===== src/udb_defs.svh =====
// constants for the uart data buffer and baud timer block
// assumes a 32-bit classic wishbone slave, byte addressed
`ifndef UDB_DEFS_SVH
`define UDB_DEFS_SVH
`define UDB_IDX_DATA      8'h99
`define UDB_IDX_CTRL      8'h9A
`define UDB_IDX_RELOAD    8'h9B
`define UDB_IDX_STATUS    8'h9C
`define UDB_DATA_RST      8'h00
`define UDB_RELOAD_RST    8'h00
`define UDB_PS_SYS12      2'h0
`define UDB_PS_SYS4       2'h1
`define UDB_PS_SYS48      2'h2
`define UDB_PS_EXT8       2'h3
`define UDB_DIV12         6'h0C
`define UDB_DIV4          6'h04
`define UDB_DIV48         6'h30
`define UDB_DIV8          6'h08
`define UDB_CTRL_PS_LO    0
`define UDB_CTRL_DIRECT   2
`define UDB_FRAME_BITS    4'hA
`define UDB_TMR_MAX       8'hFF
`endif


===== src/udb_pkg.sv =====
// types for the uart data buffer and baud timer block
// assumes udb_defs.svh supplies the numeric constants
package udb_pkg;
  typedef struct packed {
    logic        cyc;
    logic        stb;
    logic        we;
    logic [3:0]  sel;
    logic [31:0] adr;
    logic [31:0] dat;
  } udb_wb_req_t;

  typedef struct packed {
    logic        ack;
    logic [31:0] dat;
  } udb_wb_rsp_t;

  typedef enum logic [1:0] {
    UDB_RX_IDLE,
    UDB_RX_DATA,
    UDB_RX_STOP
  } udb_rx_state_t;

  typedef struct packed {
    logic [7:0]    tx_shift;
    logic [3:0]    tx_bits;
    logic          tx_busy;
    logic          tx_line;
    logic          tx_done;
    logic [7:0]    rx_latch;
    logic [7:0]    rx_shift;
    logic [3:0]    rx_bits;
    logic          rx_full;
    logic          rx_sync;
    udb_rx_state_t rx_state;
    logic [1:0]    prescale_sel;
    logic          direct_sel;
    logic [7:0]    reload;
    logic [7:0]    timer;
    logic [5:0]    pre_cnt;
    logic          ext_sync1;
    logic          ext_sync2;
    logic          ext_last;
    logic          half_tick;
    logic          tx_phase;
    logic [4:0]    rx_phase;
    logic          ack;
    logic [31:0]   rdat;
  } udb_state_t;
endpackage


===== src/udb_top.sv =====
// uart data buffer with baud timer behind a wishbone slave
// assumes synchronous inputs except ext_osc_clk_i, which is synchronised here
//
// The implementer's own choice: register access over Wishbone.
`timescale 1ns/10ps
`default_nettype none
`include "udb_defs.svh"

module udb_top (
  input  wire logic                clk_i,         // system clock
  input  wire logic                rst_i,         // synchronous reset, high
  input  wire udb_pkg::udb_wb_req_t wb_req_i,     // wishbone request
  output udb_pkg::udb_wb_rsp_t     wb_rsp_o,      // wishbone answer
  input  wire logic                ext_osc_clk_i, // external oscillator clock
  input  wire logic                rxd_i,         // serial receive line
  output logic                     txd_o,         // serial transmit line
  output logic                     tx_busy_o      // frame in flight
);
  import udb_pkg::*;

  udb_state_t s_q;
  udb_state_t s_d;

  // word index from byte address
  function automatic logic [7:0] word_idx(input logic [31:0] a);
    word_idx = a[9:2];
  endfunction

  // timer clock divide for a prescale code
  function automatic logic [5:0] ps_div(input logic [1:0] c);
    case (c)
      `UDB_PS_SYS12: ps_div = `UDB_DIV12;
      `UDB_PS_SYS4:  ps_div = `UDB_DIV4;
      `UDB_PS_SYS48: ps_div = `UDB_DIV48;
      default:       ps_div = `UDB_DIV8;
    endcase
  endfunction

  logic       wr_hit;
  logic       rd_hit;
  logic [7:0] idx;
  logic       tmr_tick;
  logic       ovf;
  logic       ext_rise;

  // ******************************************************
  // next state
  // ******************************************************
  always_comb begin
    s_d = s_q;
    idx = word_idx(wb_req_i.adr);
    wr_hit = wb_req_i.cyc && wb_req_i.stb && wb_req_i.we && !s_q.ack;
    rd_hit = wb_req_i.cyc && wb_req_i.stb && !wb_req_i.we && !s_q.ack;
    ext_rise = s_q.ext_sync2 && !s_q.ext_last;
    tmr_tick = 1'b0;
    ovf = 1'b0;

    s_d.ext_sync1 = ext_osc_clk_i;
    s_d.ext_sync2 = s_q.ext_sync1;
    s_d.ext_last = s_q.ext_sync2;

    // timer clock selection
    if (s_q.direct_sel) begin
      tmr_tick = 1'b1;
    end else if (s_q.prescale_sel == `UDB_PS_EXT8) begin
      if (ext_rise) begin
        if (s_q.pre_cnt >= ps_div(s_q.prescale_sel) - 6'h01) begin
          s_d.pre_cnt = 6'h00;
          tmr_tick = 1'b1;
        end else begin
          s_d.pre_cnt = s_q.pre_cnt + 6'h01;
        end
      end
    end else begin
      if (s_q.pre_cnt >= ps_div(s_q.prescale_sel) - 6'h01) begin
        s_d.pre_cnt = 6'h00;
        tmr_tick = 1'b1;
      end else begin
        s_d.pre_cnt = s_q.pre_cnt + 6'h01;
      end
    end

    // auto-reload timer; two overflows per bit
    if (tmr_tick) begin
      if (s_q.timer == `UDB_TMR_MAX) begin
        s_d.timer = s_q.reload;
        ovf = 1'b1;
      end else begin
        s_d.timer = s_q.timer + 8'h01;
      end
    end
    s_d.half_tick = ovf;

    // transmitter: start, 8 data lsb first, stop
    s_d.tx_done = 1'b0;
    if (s_q.tx_busy && s_q.half_tick) begin
      s_d.tx_phase = !s_q.tx_phase;
      if (s_q.tx_phase) begin
        if (s_q.tx_bits == `UDB_FRAME_BITS - 4'h1) begin
          s_d.tx_busy = 1'b0;
          s_d.tx_line = 1'b1;
          s_d.tx_done = 1'b1;
        end else if (s_q.tx_bits == `UDB_FRAME_BITS - 4'h2) begin
          s_d.tx_line = 1'b1;
          s_d.tx_bits = s_q.tx_bits + 4'h1;
        end else begin
          s_d.tx_line = s_q.tx_shift[s_q.tx_bits[2:0]];
          s_d.tx_bits = s_q.tx_bits + 4'h1;
        end
      end
    end

    // receiver: two half ticks per bit, sample at centre
    s_d.rx_sync = rxd_i;
    if (s_q.half_tick) begin
      case (s_q.rx_state)
        UDB_RX_IDLE: begin
          if (!s_q.rx_sync) begin
            s_d.rx_state = UDB_RX_DATA;
            s_d.rx_phase = 5'h00;
            s_d.rx_bits = 4'h0;
          end
        end
        UDB_RX_DATA: begin
          s_d.rx_phase = s_q.rx_phase + 5'h01;
          // even half ticks land mid-bit: the first one falls inside the start bit
          if (!s_q.rx_phase[0]) begin
            if (s_q.rx_bits == 4'h0 && s_q.rx_sync) begin
              s_d.rx_state = UDB_RX_IDLE;
            end else begin
              if (s_q.rx_bits != 4'h0) begin
                s_d.rx_shift = {s_q.rx_sync, s_q.rx_shift[7:1]};
              end
              s_d.rx_bits = s_q.rx_bits + 4'h1;
              if (s_q.rx_bits == `UDB_FRAME_BITS - 4'h2) begin
                s_d.rx_state = UDB_RX_STOP;
              end
            end
          end
        end
        UDB_RX_STOP: begin
          s_d.rx_phase = s_q.rx_phase + 5'h01;
          if (!s_q.rx_phase[0]) begin
            if (s_q.rx_sync && !s_q.rx_full) begin
              s_d.rx_latch = s_q.rx_shift;
              s_d.rx_full = 1'b1;
            end
            s_d.rx_state = UDB_RX_IDLE;
          end
        end
        default: s_d.rx_state = UDB_RX_IDLE;
      endcase
    end

    // bus slave, one wait state, ack for one cycle
    s_d.ack = wr_hit || rd_hit;
    s_d.rdat = 32'h0000_0000;
    if (wr_hit && wb_req_i.sel[0]) begin
      case (idx)
        `UDB_IDX_DATA: begin
          s_d.tx_shift = wb_req_i.dat[7:0];
          s_d.tx_busy = 1'b1;
          s_d.tx_bits = 4'h0;
          s_d.tx_phase = 1'b0;
          s_d.tx_line = 1'b0;
        end
        `UDB_IDX_CTRL: begin
          s_d.prescale_sel = wb_req_i.dat[`UDB_CTRL_PS_LO +: 2];
          s_d.direct_sel = wb_req_i.dat[`UDB_CTRL_DIRECT];
          s_d.pre_cnt = 6'h00;
        end
        `UDB_IDX_RELOAD: begin
          s_d.reload = wb_req_i.dat[7:0];
          s_d.timer = wb_req_i.dat[7:0];
        end
        `UDB_IDX_STATUS: begin
          // a latch load in this cycle beats the clear
          if (wb_req_i.dat[1] && !(s_q.half_tick && s_q.rx_state == UDB_RX_STOP)) begin
            s_d.rx_full = 1'b0;
          end
        end
        default: ;
      endcase
    end
    if (rd_hit) begin
      case (idx)
        `UDB_IDX_DATA:   s_d.rdat = {24'h000000, s_q.rx_latch};
        `UDB_IDX_CTRL:   s_d.rdat = {29'h0, s_q.direct_sel, s_q.prescale_sel};
        `UDB_IDX_RELOAD: s_d.rdat = {24'h000000, s_q.reload};
        `UDB_IDX_STATUS: s_d.rdat = {30'h0, s_q.rx_full, s_q.tx_busy};
        default:         s_d.rdat = 32'h0000_0000;
      endcase
    end
  end

  // ******************************************************
  // state register
  // ******************************************************
  always_ff @(posedge clk_i) begin
    if (rst_i) begin
      s_q <= '0;
      s_q.tx_shift <= `UDB_DATA_RST;
      s_q.rx_latch <= `UDB_DATA_RST;
      s_q.reload <= `UDB_RELOAD_RST;
      s_q.tx_line <= 1'b1;
      s_q.rx_sync <= 1'b1;
      s_q.rx_state <= UDB_RX_IDLE;
    end else begin
      s_q <= s_d;
    end
  end

  assign wb_rsp_o.ack = s_q.ack;
  assign wb_rsp_o.dat = s_q.rdat;
  assign txd_o = s_q.tx_line;
  assign tx_busy_o = s_q.tx_busy;
endmodule // udb_top
`default_nettype wire


===== config.mk =====
export PLATFORM = sky130hd
export DESIGN_NAME = udb_top
export DESIGN_NICKNAME = d
export VERILOG_FILES = /design/src/udb_pkg.sv /design/src/udb_top.sv
export VERILOG_INCLUDE_DIRS = /design/src /design/src/src
export SDC_FILE = /design/constraint.sdc
export NUM_CORES = 1
export LEC_CHECK = 0
export BUFFER_PORTS_ARGS = -buffer_cell sky130_fd_sc_hd__buf_4
export CAP_MARGIN = 20
export CORE_MARGIN = 1.5
export CORE_UTILIZATION = 53
export DETAILED_ROUTE_END_ITERATION = 8
export PLACE_DENSITY = 0.81
export SLEW_MARGIN = 10
export SYNTH_ARGS = -nofsm -noshare
export SYNTH_HDL_FRONTEND = slang
export SYNTH_SLANG_ARGS = --single-unit

===== constraint.sdc =====
create_clock -name clk_i -period 2.4 [get_ports clk_i]
set_input_delay 0.36 -clock clk_i [delete_from_list [all_inputs] [get_ports clk_i]]
set_output_delay 0.36 -clock clk_i [all_outputs]
set_load 0.05 [all_outputs]

==> key figures, run 1 <==
Clock network
  – Setup Buffers After CTS: 0
  – Clock root buffer: clkbuf_8
  – H-tree levels: 3
  – CTS tree: yes
  – Worst skew pair latency: 0.35 ns
  – Clock buffer depth: 2
  – Cells resized by post-CTS repair: 0
  – CTS Buf Count: 9
  – CTS hold repair buffers: 0
  – Clock Sinks: just under 80
  – Clk slew on worst S/H paths: 0.08 ns

Placement
  – Placed Area: 4180 µm²
  – Detailed Place HPWL: 6150 µm
  – Gpl congestion: 0.894
  – Place WS: 0.197 ns
  – Port Buffer Count: 34

Layout
  – Final instance area: 4390 µm²
  – Synth-to-Final Area Change: 9.67%
  – Final Util: between 60 and 70%
  – Nets: 570
  – Layout cells sized above 1: 15.6%
  – Antenna cells: 0
  – Fillcell total: 630

Logic synthesis
  – Sequential cell area fraction in the yosys report: 39.0%
  – Yosys warning total: 0
  – Cells after Synth: 457
  – Netlist cell types: 66
  – Synth top cells by count: dfxtp_1 (78), nand2_1 (59), nor2_1 (42)
  – Share of the synthesized area in the top cell type: about two fifths
  – Asr flop ratio synth: 0%
  – Synth area leaders: dfxtp_1 (39%), buf_4 (6.6%), mux2i_1 (6.0%), nand2_1 (5.5%), ha_1 (4.4%)
  – Mean Syn Cell Area: about 8.8 µm²
  – Largest area contributor in the netlist: dfxtp_1
  – Flops & latches, synth: 78
  – Most common cell in the synthesized netlist: dfxtp_1
  – Synthesized area: 4000 µm²
  – Post-synth top flop: dfxtp_1
  – Number of flops mapped to enable cells by yosys: 0

Floorplanning
  – Num ports: 110
  – Row count: 31
  – Die area: between 8000 and 9000 µm²
  – Die Height: ~90 µm
  – Width of the die: 89.9 µm
  – Initial Util: 54.9%
  – Core outline area: roughly 7300 µm²

Detailed routing
  – Routed WL per cell: between 10 and 15 µm
  – Post-route DRC: 0
  – Vias: roughly 3,200
  – WL final: 8430 µm
  – Number of DRC markers in iteration 0: 221
  – Routed vias/inst: 5.55
  – Post-route ant nets: 0
  – Router iterations before antenna repair: 7

Global routing
  – Largest net degree at the start of global routing: 48
  – Gr usage total: 21.4%
  – Global route total overflow: 0
  – Initial antenna violation count: 0
  – Vias in the first global route: 2,979
  – Global-route wire length before repair: ~14,000 µm

Timing
  – Final min period: 2.24 ns
  – Final Max Tran Viols: 0
  – TNS Setup: 0 ns
  – Fmax: 446 MHz
  – Worst-Margin Slew: 0.519 ns
  – Final Skew: slightly above 0.007 ns
  – Setup WS post-layout: 0.156 ns
  – Final setup vio count: 0
  – Slew headroom: between 60 and 70%
  – Fin crit share: 93.5%
  – Hold Vio Cnt, Final: 0
  – RSZ-0062 raised after global routing: false

Flow run
  – MaxCap Viol Count: 0

Critical path
  – WP buf/inv: 1
  – Slowest Stage Delay on Critical Path: about 0.48 ns
  – Worst EP arrival: between 2 and 2.5 ns
  – Slowest library cell on the worst path: dfxtp_1
  – Crit path max fanout: 7
  – Critical-path cell list: inv_1 > ha_1 > a21oi_1 > nor2_1 > or3_4 > a21oi_4 > nor4_1 > a311o_1
  – Worst setup SP type: flip-flop
  – Crit. End Element: flip-flop
  – Critical path's top delay family: compound AO/OA/AOI/OAI gates
  – Worst setup path class: flip-flop to flip-flop
  – WP data required: approximately 2.6 ns

Worst hold path
  – Hold Path Class: input pin to flip-flop

Power and ir drop
  – P_leak: between 1.5 and 2 nW
  – Total power: 2.51 mW
  – VDD IR-drop max: 0.000226 V
  – PwrDens: 573 nW/µm²

Outcome
  – Status: finished clean
## cell type report
cell class / instances / area [µm²] / area share [%]
clock buffer: 10 / 138 / 3.14
clock inverter: 6 / 68.8 / 1.57
inverter: 14 / 52.6 / 1.20
multi-input combinational: 336 / 2130 / 48.5
sequential: 78 / 1560 / 35.6
tap: 99 / 124 / 2.82
timing repair buffer: 42 / 315 / 7.19
## worst paths after layout
kind / startpoint / endpoint / slack (ns) / cells past startpoint
worst min register to register: s_d[41] / s_d[40] / 0.45 / 1
worst max-delay path: s_q[67] / s_q[50] / 0.16 / 8
worst min-delay path: rxd_i / s_q[70] / 0.19 / 2
worst max register to register: s_q[67] / s_q[50] / 0.16 / 8
## worst reg2reg max path, cell delays in order (launching register included)
cell	delay, ns
dfxtp_1	0.48
inv_1	0.08
ha_1	0.27
a21oi_1	0.14
nor2_1	0.08
or3_4	0.40
a21oi_4	0.27
nor4_1	0.08
a311o_1	0.33
## power by group
part / internal (mW) / switching, mW
Clock: 0.514 / 0.499
Combinational: 0.0460 / 0.148
Sequential: 1.30 / 0.00771
Total: 1.86 / 0.654
## kinds of logic after synthesis
logic type / Yosys count / synth area share (%)
simple gates: 186 / 24.3
flops: 78 / 39.0
compound gates: 74 / 12.4
buf+inv: 66 / 10.1
mux: 27 / 7.41
fa+ha+maj: 14 / 4.38
xor+xnor: 10 / 2.19
other cells: 2 / 0.188
## metal layers
| layer | GRT usage (%) | part of all wire (%) |
|---|---|---|
| met3 | 4.23 | 5.1 |
| met4 | 11.5 | 2.9 |
| met1 | 27.9 | 46 |
| met5 | 0 | 0 |
| met2 | 33.4 | 46 |
## sequential cells by signal, summed over array words and instances, names as in the netlist
signal / count
wb_rsp_o: 9
tx_busy_o: 1
s_d: 2
txd_o: 1
s_q: 65
## placed cells by master, fill, tap and decap left out, types with 14 or more instances in the layout
master	n
a21oi_1	32
buf_4	42
conb_1	25
dfxtp_1	78
ha_1	14
inv_1	14
mux2i_1	24
nand2_1	59
nand3_1	16
nor2_1	42
nor3_1	19
## stage by stage
stage | std cells | hold slack, ns
5_1_grt | 585 | 0.195
2_1_floorplan | 480 | 0.414
3_5_place_dp | 569 | 0.432
3_3_place_gp | 569 | 0.422
4_1_cts | 585 | 0.177
6_report | 585 | 0.192
Note: power is estimated with default switching activity, not from simulation.
==> inputs of run 2 (changes only) <==
- CORE_ASPECT_RATIO: default -> 1.25
==> run 2 against run 1 <==
  * Global-route usage grew 1.5 points
  * Flip-flop and latch count is the same
  * Total power grew 2.2%
  * Sequential share of layout area is essentially flat
  * Critical path type unchanged
  * Largest cell class unchanged
==> key figures, run 2 (same netlist as run 1, synthesis figures left out) <==
Detailed routing
  – Max Used Layer: met4
  – WL final: 8530 µm (+1.2%)
  – Post-route ant nets: 0 (unchanged)
  – Met3 wire length: 485 µm (+12%)
  – Post-route DRC: 0 (unchanged)
  – Met2 wire length: 4220 µm (+8.4%)
  – Router iterations before antenna repair: 5 (-2)
  – Number of DRC markers in iteration 0: 179 (-19%)
  – Vias: 3,323 (+2.4%)
  – Routed WL per cell: 14.8 µm (+2.5%)
  – Routed vias/inst: 5.75 (+3.6%)
  – Met1 WL: 3550 µm (-8.0%)

Global routing
  – Vias in the first global route: 3,112 (+4.5%)
  – Largest net degree at the start of global routing: 43 (-10%)
  – Global-route wire length before repair: 14,400 µm (+3.4%)
  – Initial antenna violation count: 0 (unchanged)
  – Gr usage total: 22.9% (+1.5 points)
  – Global route total overflow: 0 (unchanged)

Timing
  – Slew headroom: 63.7% (-1.5 points)
  – Worst-Margin Slew: 0.545 ns (+0.0259 ns)
  – TNS Setup: 0 ns (unchanged)
  – Final setup vio count: 0 (unchanged)
  – Final Max Tran Viols: 0 (unchanged)
  – Fin crit share: 92.8% (-0.70 points)
  – Final min period: 2.23 ns (-0.0167 ns)
  – RSZ-0062 raised after global routing: false
  – Final Skew: 0.0121 ns (+0.00503 ns)
  – Hold WS: 0.193 ns (+0.000867 ns)
  – Hold Vio Cnt, Final: 0 (unchanged)
  – Fmax: 449 MHz (+0.75%)

Critical path
  – Worst setup path class: flip-flop to flip-flop
  – WP data required: 2.64 ns (about the same)
  – Worst EP arrival: 2.47 ns (about the same)
  – Crit path max fanout: 9 (+2)
  – Crit. End Element: flip-flop
  – Worst setup SP type: flip-flop

Floorplanning
  – Die Height: 100 µm (+11%)
  – Row count: 35 (+13%)
  – Die area: 8080 µm² (about the same)
  – Width of the die: 80.7 µm (-10%)
  – Num ports: 110 (unchanged)
  – Initial Util: 54.4% (-0.49 points)
  – Core outline area: 7360 µm² (+0.89%)

Power and ir drop
  – Gate power share: 7.5% (-0.2 points)
  – Sequential share of power: 51.0% (-1.0 points)
  – P_leak: 1.61 nW (+0.70%)
  – Int Pwr: 1.94 mW (+4.1%)
  – Clock Power Share: 41.6% (+1.3 points)
  – VDD IR-drop max: 0.000336 V (+49%)
  – Sw frac: 24.6% (-1.4 points)
  – Psw: 0.631 mW (-3.5%)
  – PwrDens: 586 nW/µm² (+2.2%)
  – Total power: 2.57 mW (+2.2%)

Layout
  – Largest register FFs: 65 (unchanged)
  – Largest Register: s_q
  – Antenna cells: 0 (unchanged)
  – Commonest non-fill, non-tap cell in the layout: dfxtp_1
  – Most frequent cells in the layout: dfxtp_1 (78), nand2_1 (59), nor2_1 (42), buf_4 (42), a21oi_1 (32)
  – Fillcell total: 668 (+6.0%)
  – Final Util: 59.6% (-0.55 points)
  – Layout cells sized above 1: 15.4% (-0.21 points)
  – Nets: 570 (unchanged)
  – Synth-to-Final Area Change: 9.63% (about the same)

Placement
  – Port Buffer Count: 34 (unchanged)
  – Detailed Place HPWL: 6090 µm (-1.0%)
  – Gpl congestion: 0.939 (+5.0%)

Clock network
  – Clock Sinks: 78 (unchanged)
  – CTS hold repair buffers: 0 (unchanged)
  – CTS Buf Count: 9 (unchanged)
  – Clock buffer depth: 2 (unchanged)
  – Worst skew pair latency: 0.36 ns (about the same)
  – Clock root buffer: clkbuf_8
  – CTS tree: yes
  – H-tree levels: 3 (unchanged)
  – Setup Buffers After CTS: 0 (unchanged)
  – Cells resized by post-CTS repair: 0 (unchanged)
  – Clk slew on worst S/H paths: 0.08 ns (about the same)

Outcome
  – Status: finished clean

Worst hold path
  – Hold Path Class: input pin to flip-flop

Flow run
  – MaxCap Viol Count: 0 (unchanged)
## run 2: cell count changes in the layout (fill, tap and decap cells not counted), sizes merged
cell / change
clkbuf: +3
clkinv: -1
clkinvlp: -1
inv: -1
## run 2: cell type report
cell class                 count  area, µm²  area share, %
inverter                      14       52.6           1.20
clock inverter                 3       40.0          0.913
sequential                    78       1560           35.6
tap                           92        115           2.62
clock buffer                  13        179           4.08
timing repair buffer          42        315           7.19
multi-input combinational    336       2120           48.4
## run 2: final timing paths
| check | to | start | depth (start not counted) | slack [ns] |
|---|---|---|---|---|
| max | s_q[50] | s_q[67] | 8 | 0.17 |
| min | s_q[70] | rxd_i | 2 | 0.19 |
| max reg2reg | s_q[50] | s_q[67] | 8 | 0.17 |
| min reg2reg | s_d[40] | s_d[41] | 1 | 0.46 |
## run 2: through the flow
step	worst slack (ns)	cells	area [µm²]
5_1_grt	0.0160	578	4390
2_1_floorplan	0.416	480	4090
3_5_place_dp	0.214	562	4170
4_1_cts	0.170	578	4390
3_3_place_gp	0.239	562	4170
6_report	0.173	578	4390
## run 2: critical path: stages (launching register included)
cell and delay [ns]:
dfxtp_1 0.44, inv_1 0.07, ha_1 0.27, a21oi_1 0.12, nor2_1 0.08, or3_4 0.41, a21oi_4 0.31, nor4_1 0.09
a311o_1 0.32
## run 2: layer usage
metal,track usage [%],vias to the layer above
met5,0,-
met3,4.36,30
met2,38.9,133
li1,-,1598
met4,11.7,0
met1,27.3,1562
## run 2: power by group through the flow
stage | clock [mW] | combinational, mW | sequential, mW
2_1_floorplan | 0 | 0.170 | 1.34
3_3_place_gp | 0 | 0.188 | 1.34
3_5_place_dp | 0 | 0.191 | 1.34
4_1_cts | 1.08 | 0.191 | 1.31
5_1_grt | 1.14 | 0.206 | 1.31
6_report | 1.07 | 0.192 | 1.31
==> inputs of run 3 (changes only) <==
- PLACE_DENSITY: 0.81 -> 0.92
==> run 3 against run 2 <==
  * Sequential share of layout area hardly changed
  * Clock power shrank 4%
  * Clock skew is 0.0061 ns lower
  * Flip-flop and latch count is the same
==> key figures, run 3 (same netlist as run 1, synthesis figures left out) <==
Outcome
  – Status: finished clean

Layout
  – Largest register FFs: 65 (unchanged)
  – Most frequent cells in the layout: dfxtp_1 (78), nand2_1 (59), buf_4 (44), nor2_1 (42), a21oi_1 (32)
  – Nets: 572 (+0.35%)
  – Largest Register: s_q
  – Synth-to-Final Area Change: 9.76%
  – Layout cells sized above 1: 15.8% (+0.35 points)
  – Final instance area: 4390 µm² (+0.11%)
  – Commonest non-fill, non-tap cell in the layout: dfxtp_1
  – Final Util: 59.7% (+0.068 points)
  – Antenna cells: 0 (unchanged)

Floorplanning
  – Width of the die: 80.7 µm (unchanged)
  – Core outline area: 7360 µm² (unchanged)
  – Die area: 8080 µm² (unchanged)
  – Num ports: 110 (unchanged)
  – Die Height: 100 µm (unchanged)
  – Initial Util: 54.4% (unchanged)
  – Row count: 35 (unchanged)

Clock network
  – Worst skew pair latency: 0.36 ns (about the same)
  – Clock root buffer: clkbuf_8
  – H-tree levels: 3 (unchanged)
  – Clk slew on worst S/H paths: 0.08 ns (about the same)
  – CTS tree: yes
  – Clock buffer depth: 2 (unchanged)
  – Clock Sinks: 78 (unchanged)
  – Cells resized by post-CTS repair: 0 (unchanged)
  – Setup Buffers After CTS: 0 (unchanged)
  – CTS hold repair buffers: 0 (unchanged)
  – CTS Buf Count: 9 (unchanged)

Placement
  – Detailed Place HPWL: 6530 µm (+7.3%)
  – Port Buffer Count: 34 (unchanged)
  – Gpl congestion: 0.876 (-6.8%)
  – Placed Area: 4180 µm² (+0.36%)

Timing
  – Fin crit share: 91.2% (-1.6 points)
  – Final Max Tran Viols: 0 (unchanged)
  – Final Skew: 0.00598 ns (-0.00613 ns)
  – Hold WS: 0.187 ns (-0.00631 ns)
  – Final min period: 2.19 ns (-0.0381 ns)
  – Worst-Margin Slew: 0.551 ns (+0.00649 ns)
  – Fmax: 457 MHz (+1.7%)
  – Slew headroom: 63.2% (-0.47 points)
  – Hold Vio Cnt, Final: 0 (unchanged)
  – Final setup vio count: 0 (unchanged)
  – RSZ-0062 raised after global routing: false
  – TNS Setup: 0 ns (unchanged)

Global routing
  – Largest net degree at the start of global routing: 44 (+2.3%)
  – Global route total overflow: 0 (unchanged)
  – Global-route wire length before repair: 15,200 µm (+5.3%)
  – Vias in the first global route: 3,301 (+6.1%)
  – Gr usage total: 24.2% (+1.2 points)
  – Initial antenna violation count: 0 (unchanged)

Flow run
  – MaxCap Viol Count: 0 (unchanged)

Critical path
  – FF-to-FF End: s_q[49]
  – Worst EP arrival: 2.46 ns (about the same)
  – Slowest library cell on the worst path: dfxtp_1
  – WP buf/inv: 2 (+1)
  – R2R setup slack: 0.21 ns (+0.04 ns)
  – Worst R2R Path Depth: 9 (+1)
  – Worst setup path class: flip-flop to flip-flop
  – CP startpoint: s_q[67]
  – Worst r2r src: s_q[67]
  – Crit. End Element: flip-flop
  – Slowest Stage Delay on Critical Path: 0.41 ns (-0.03 ns)
  – Critical path's top delay family: compound AO/OA/AOI/OAI gates
  – Crit path max fanout: 5 (-4)
  – Worst setup SP type: flip-flop
  – Critical-path cell list: inv_1 > ha_1 > a21oi_1 > nor2_1 > or3_4 > a21oi_4 > buf_4 > nand2_1 > a311oi_2
  – WP data required: 2.67 ns (+0.03 ns)

Power and ir drop
  – P_leak: 1.60 nW (-0.43%)
  – VDD IR-drop max: 0.000441 V (+31%)
  – PwrDens: 576 nW/µm² (-1.7%)

Detailed routing
  – Routed vias/inst: 5.80 (+0.85%)
  – Met3 wire length: 490 µm (+1.0%)
  – Post-route ant nets: 0 (unchanged)
  – Met1 WL: 3600 µm (+1.5%)
  – Router iterations before antenna repair: 5 (unchanged)
  – Post-route DRC: 0 (unchanged)
  – Number of DRC markers in iteration 0: 258 (+44%)
  – Max Used Layer: met4
  – Routed WL per cell: 15.8 µm (+6.8%)
  – Vias: 3,363 (+1.2%)
  – Met2 wire length: 4740 µm (+12%)
  – WL final: 9140 µm (+7.2%)

Worst hold path
  – Worst Min Path Start: rxd_i
  – WHS Endpoint: s_q[70]
  – Hold Path Class: input pin to flip-flop
  – Hold path depth: 2 (unchanged)
-- run 3: cell count changes in the layout (fill, tap and decap cells not counted), sizes merged --
cell | before | now
clkinvlp | 0 | 3
buf | 42 | 44
clkbuf | 13 | 11
clkinv | 2 | 1
-- run 3: cell type report --
| class | count | area (µm²) |
|---|---|---|
| Fill cell | 632 | 2970 |
| Multi-Input combinational cell | 336 | 2120 |
| Sequential cell | 78 | 1560 |
| Timing Repair Buffer | 44 | 330 |
| Clock buffer | 11 | 151 |
| Tap cell | 92 | 115 |
| Clock inverter | 5 | 57.6 |
| Inverter | 14 | 52.6 |
-- run 3: where the power goes --
part / switching (mW) / internal (mW)
sequential: 0.00789 / 1.30
clock: 0.491 / 0.535
combinational: 0.148 / 0.0463
total: 0.646 / 1.88
-- run 3: worst max path at each step --
stage	end	cells past startpoint
after CTS	s_q[53]	9
after global routing	s_q[50]	8
after detailed placement	s_q[53]	9
after global placement	s_q[49]	9
final	s_q[49]	9
after floorplan	s_q[50]	8
-- run 3: worst register-to-register path, stage by stage, from the launching register on --
cell and delay [ns]:
dfxtp_1 0.41, inv_1 0.06, ha_1 0.27, a21oi_1 0.15, nor2_1 0.09, or3_4 0.40
a21oi_4 0.24, buf_4 0.18, nand2_1 0.07, a311oi_2 0.23
-- run 3: per-stage QoR --
step / setup WS [ns] / total power [mW] / std cells
6_report: 0.211 / 2.53 / 580
2_1_floorplan: 0.416 / 1.51 / 480
3_5_place_dp: 0.236 / 1.53 / 564
3_3_place_gp: 0.335 / 1.53 / 564
4_1_cts: 0.220 / 2.54 / 580
5_1_grt: 0.107 / 2.59 / 580
-- run 3: per-layer routing --
layer | GRT usage, % | up-vias
li1 | - | 1611
met1 | 27.5 | 1577
met2 | 42.9 | 143
met3 | 4.00 | 32
met4 | 12.3 | 0
met5 | 0 | -
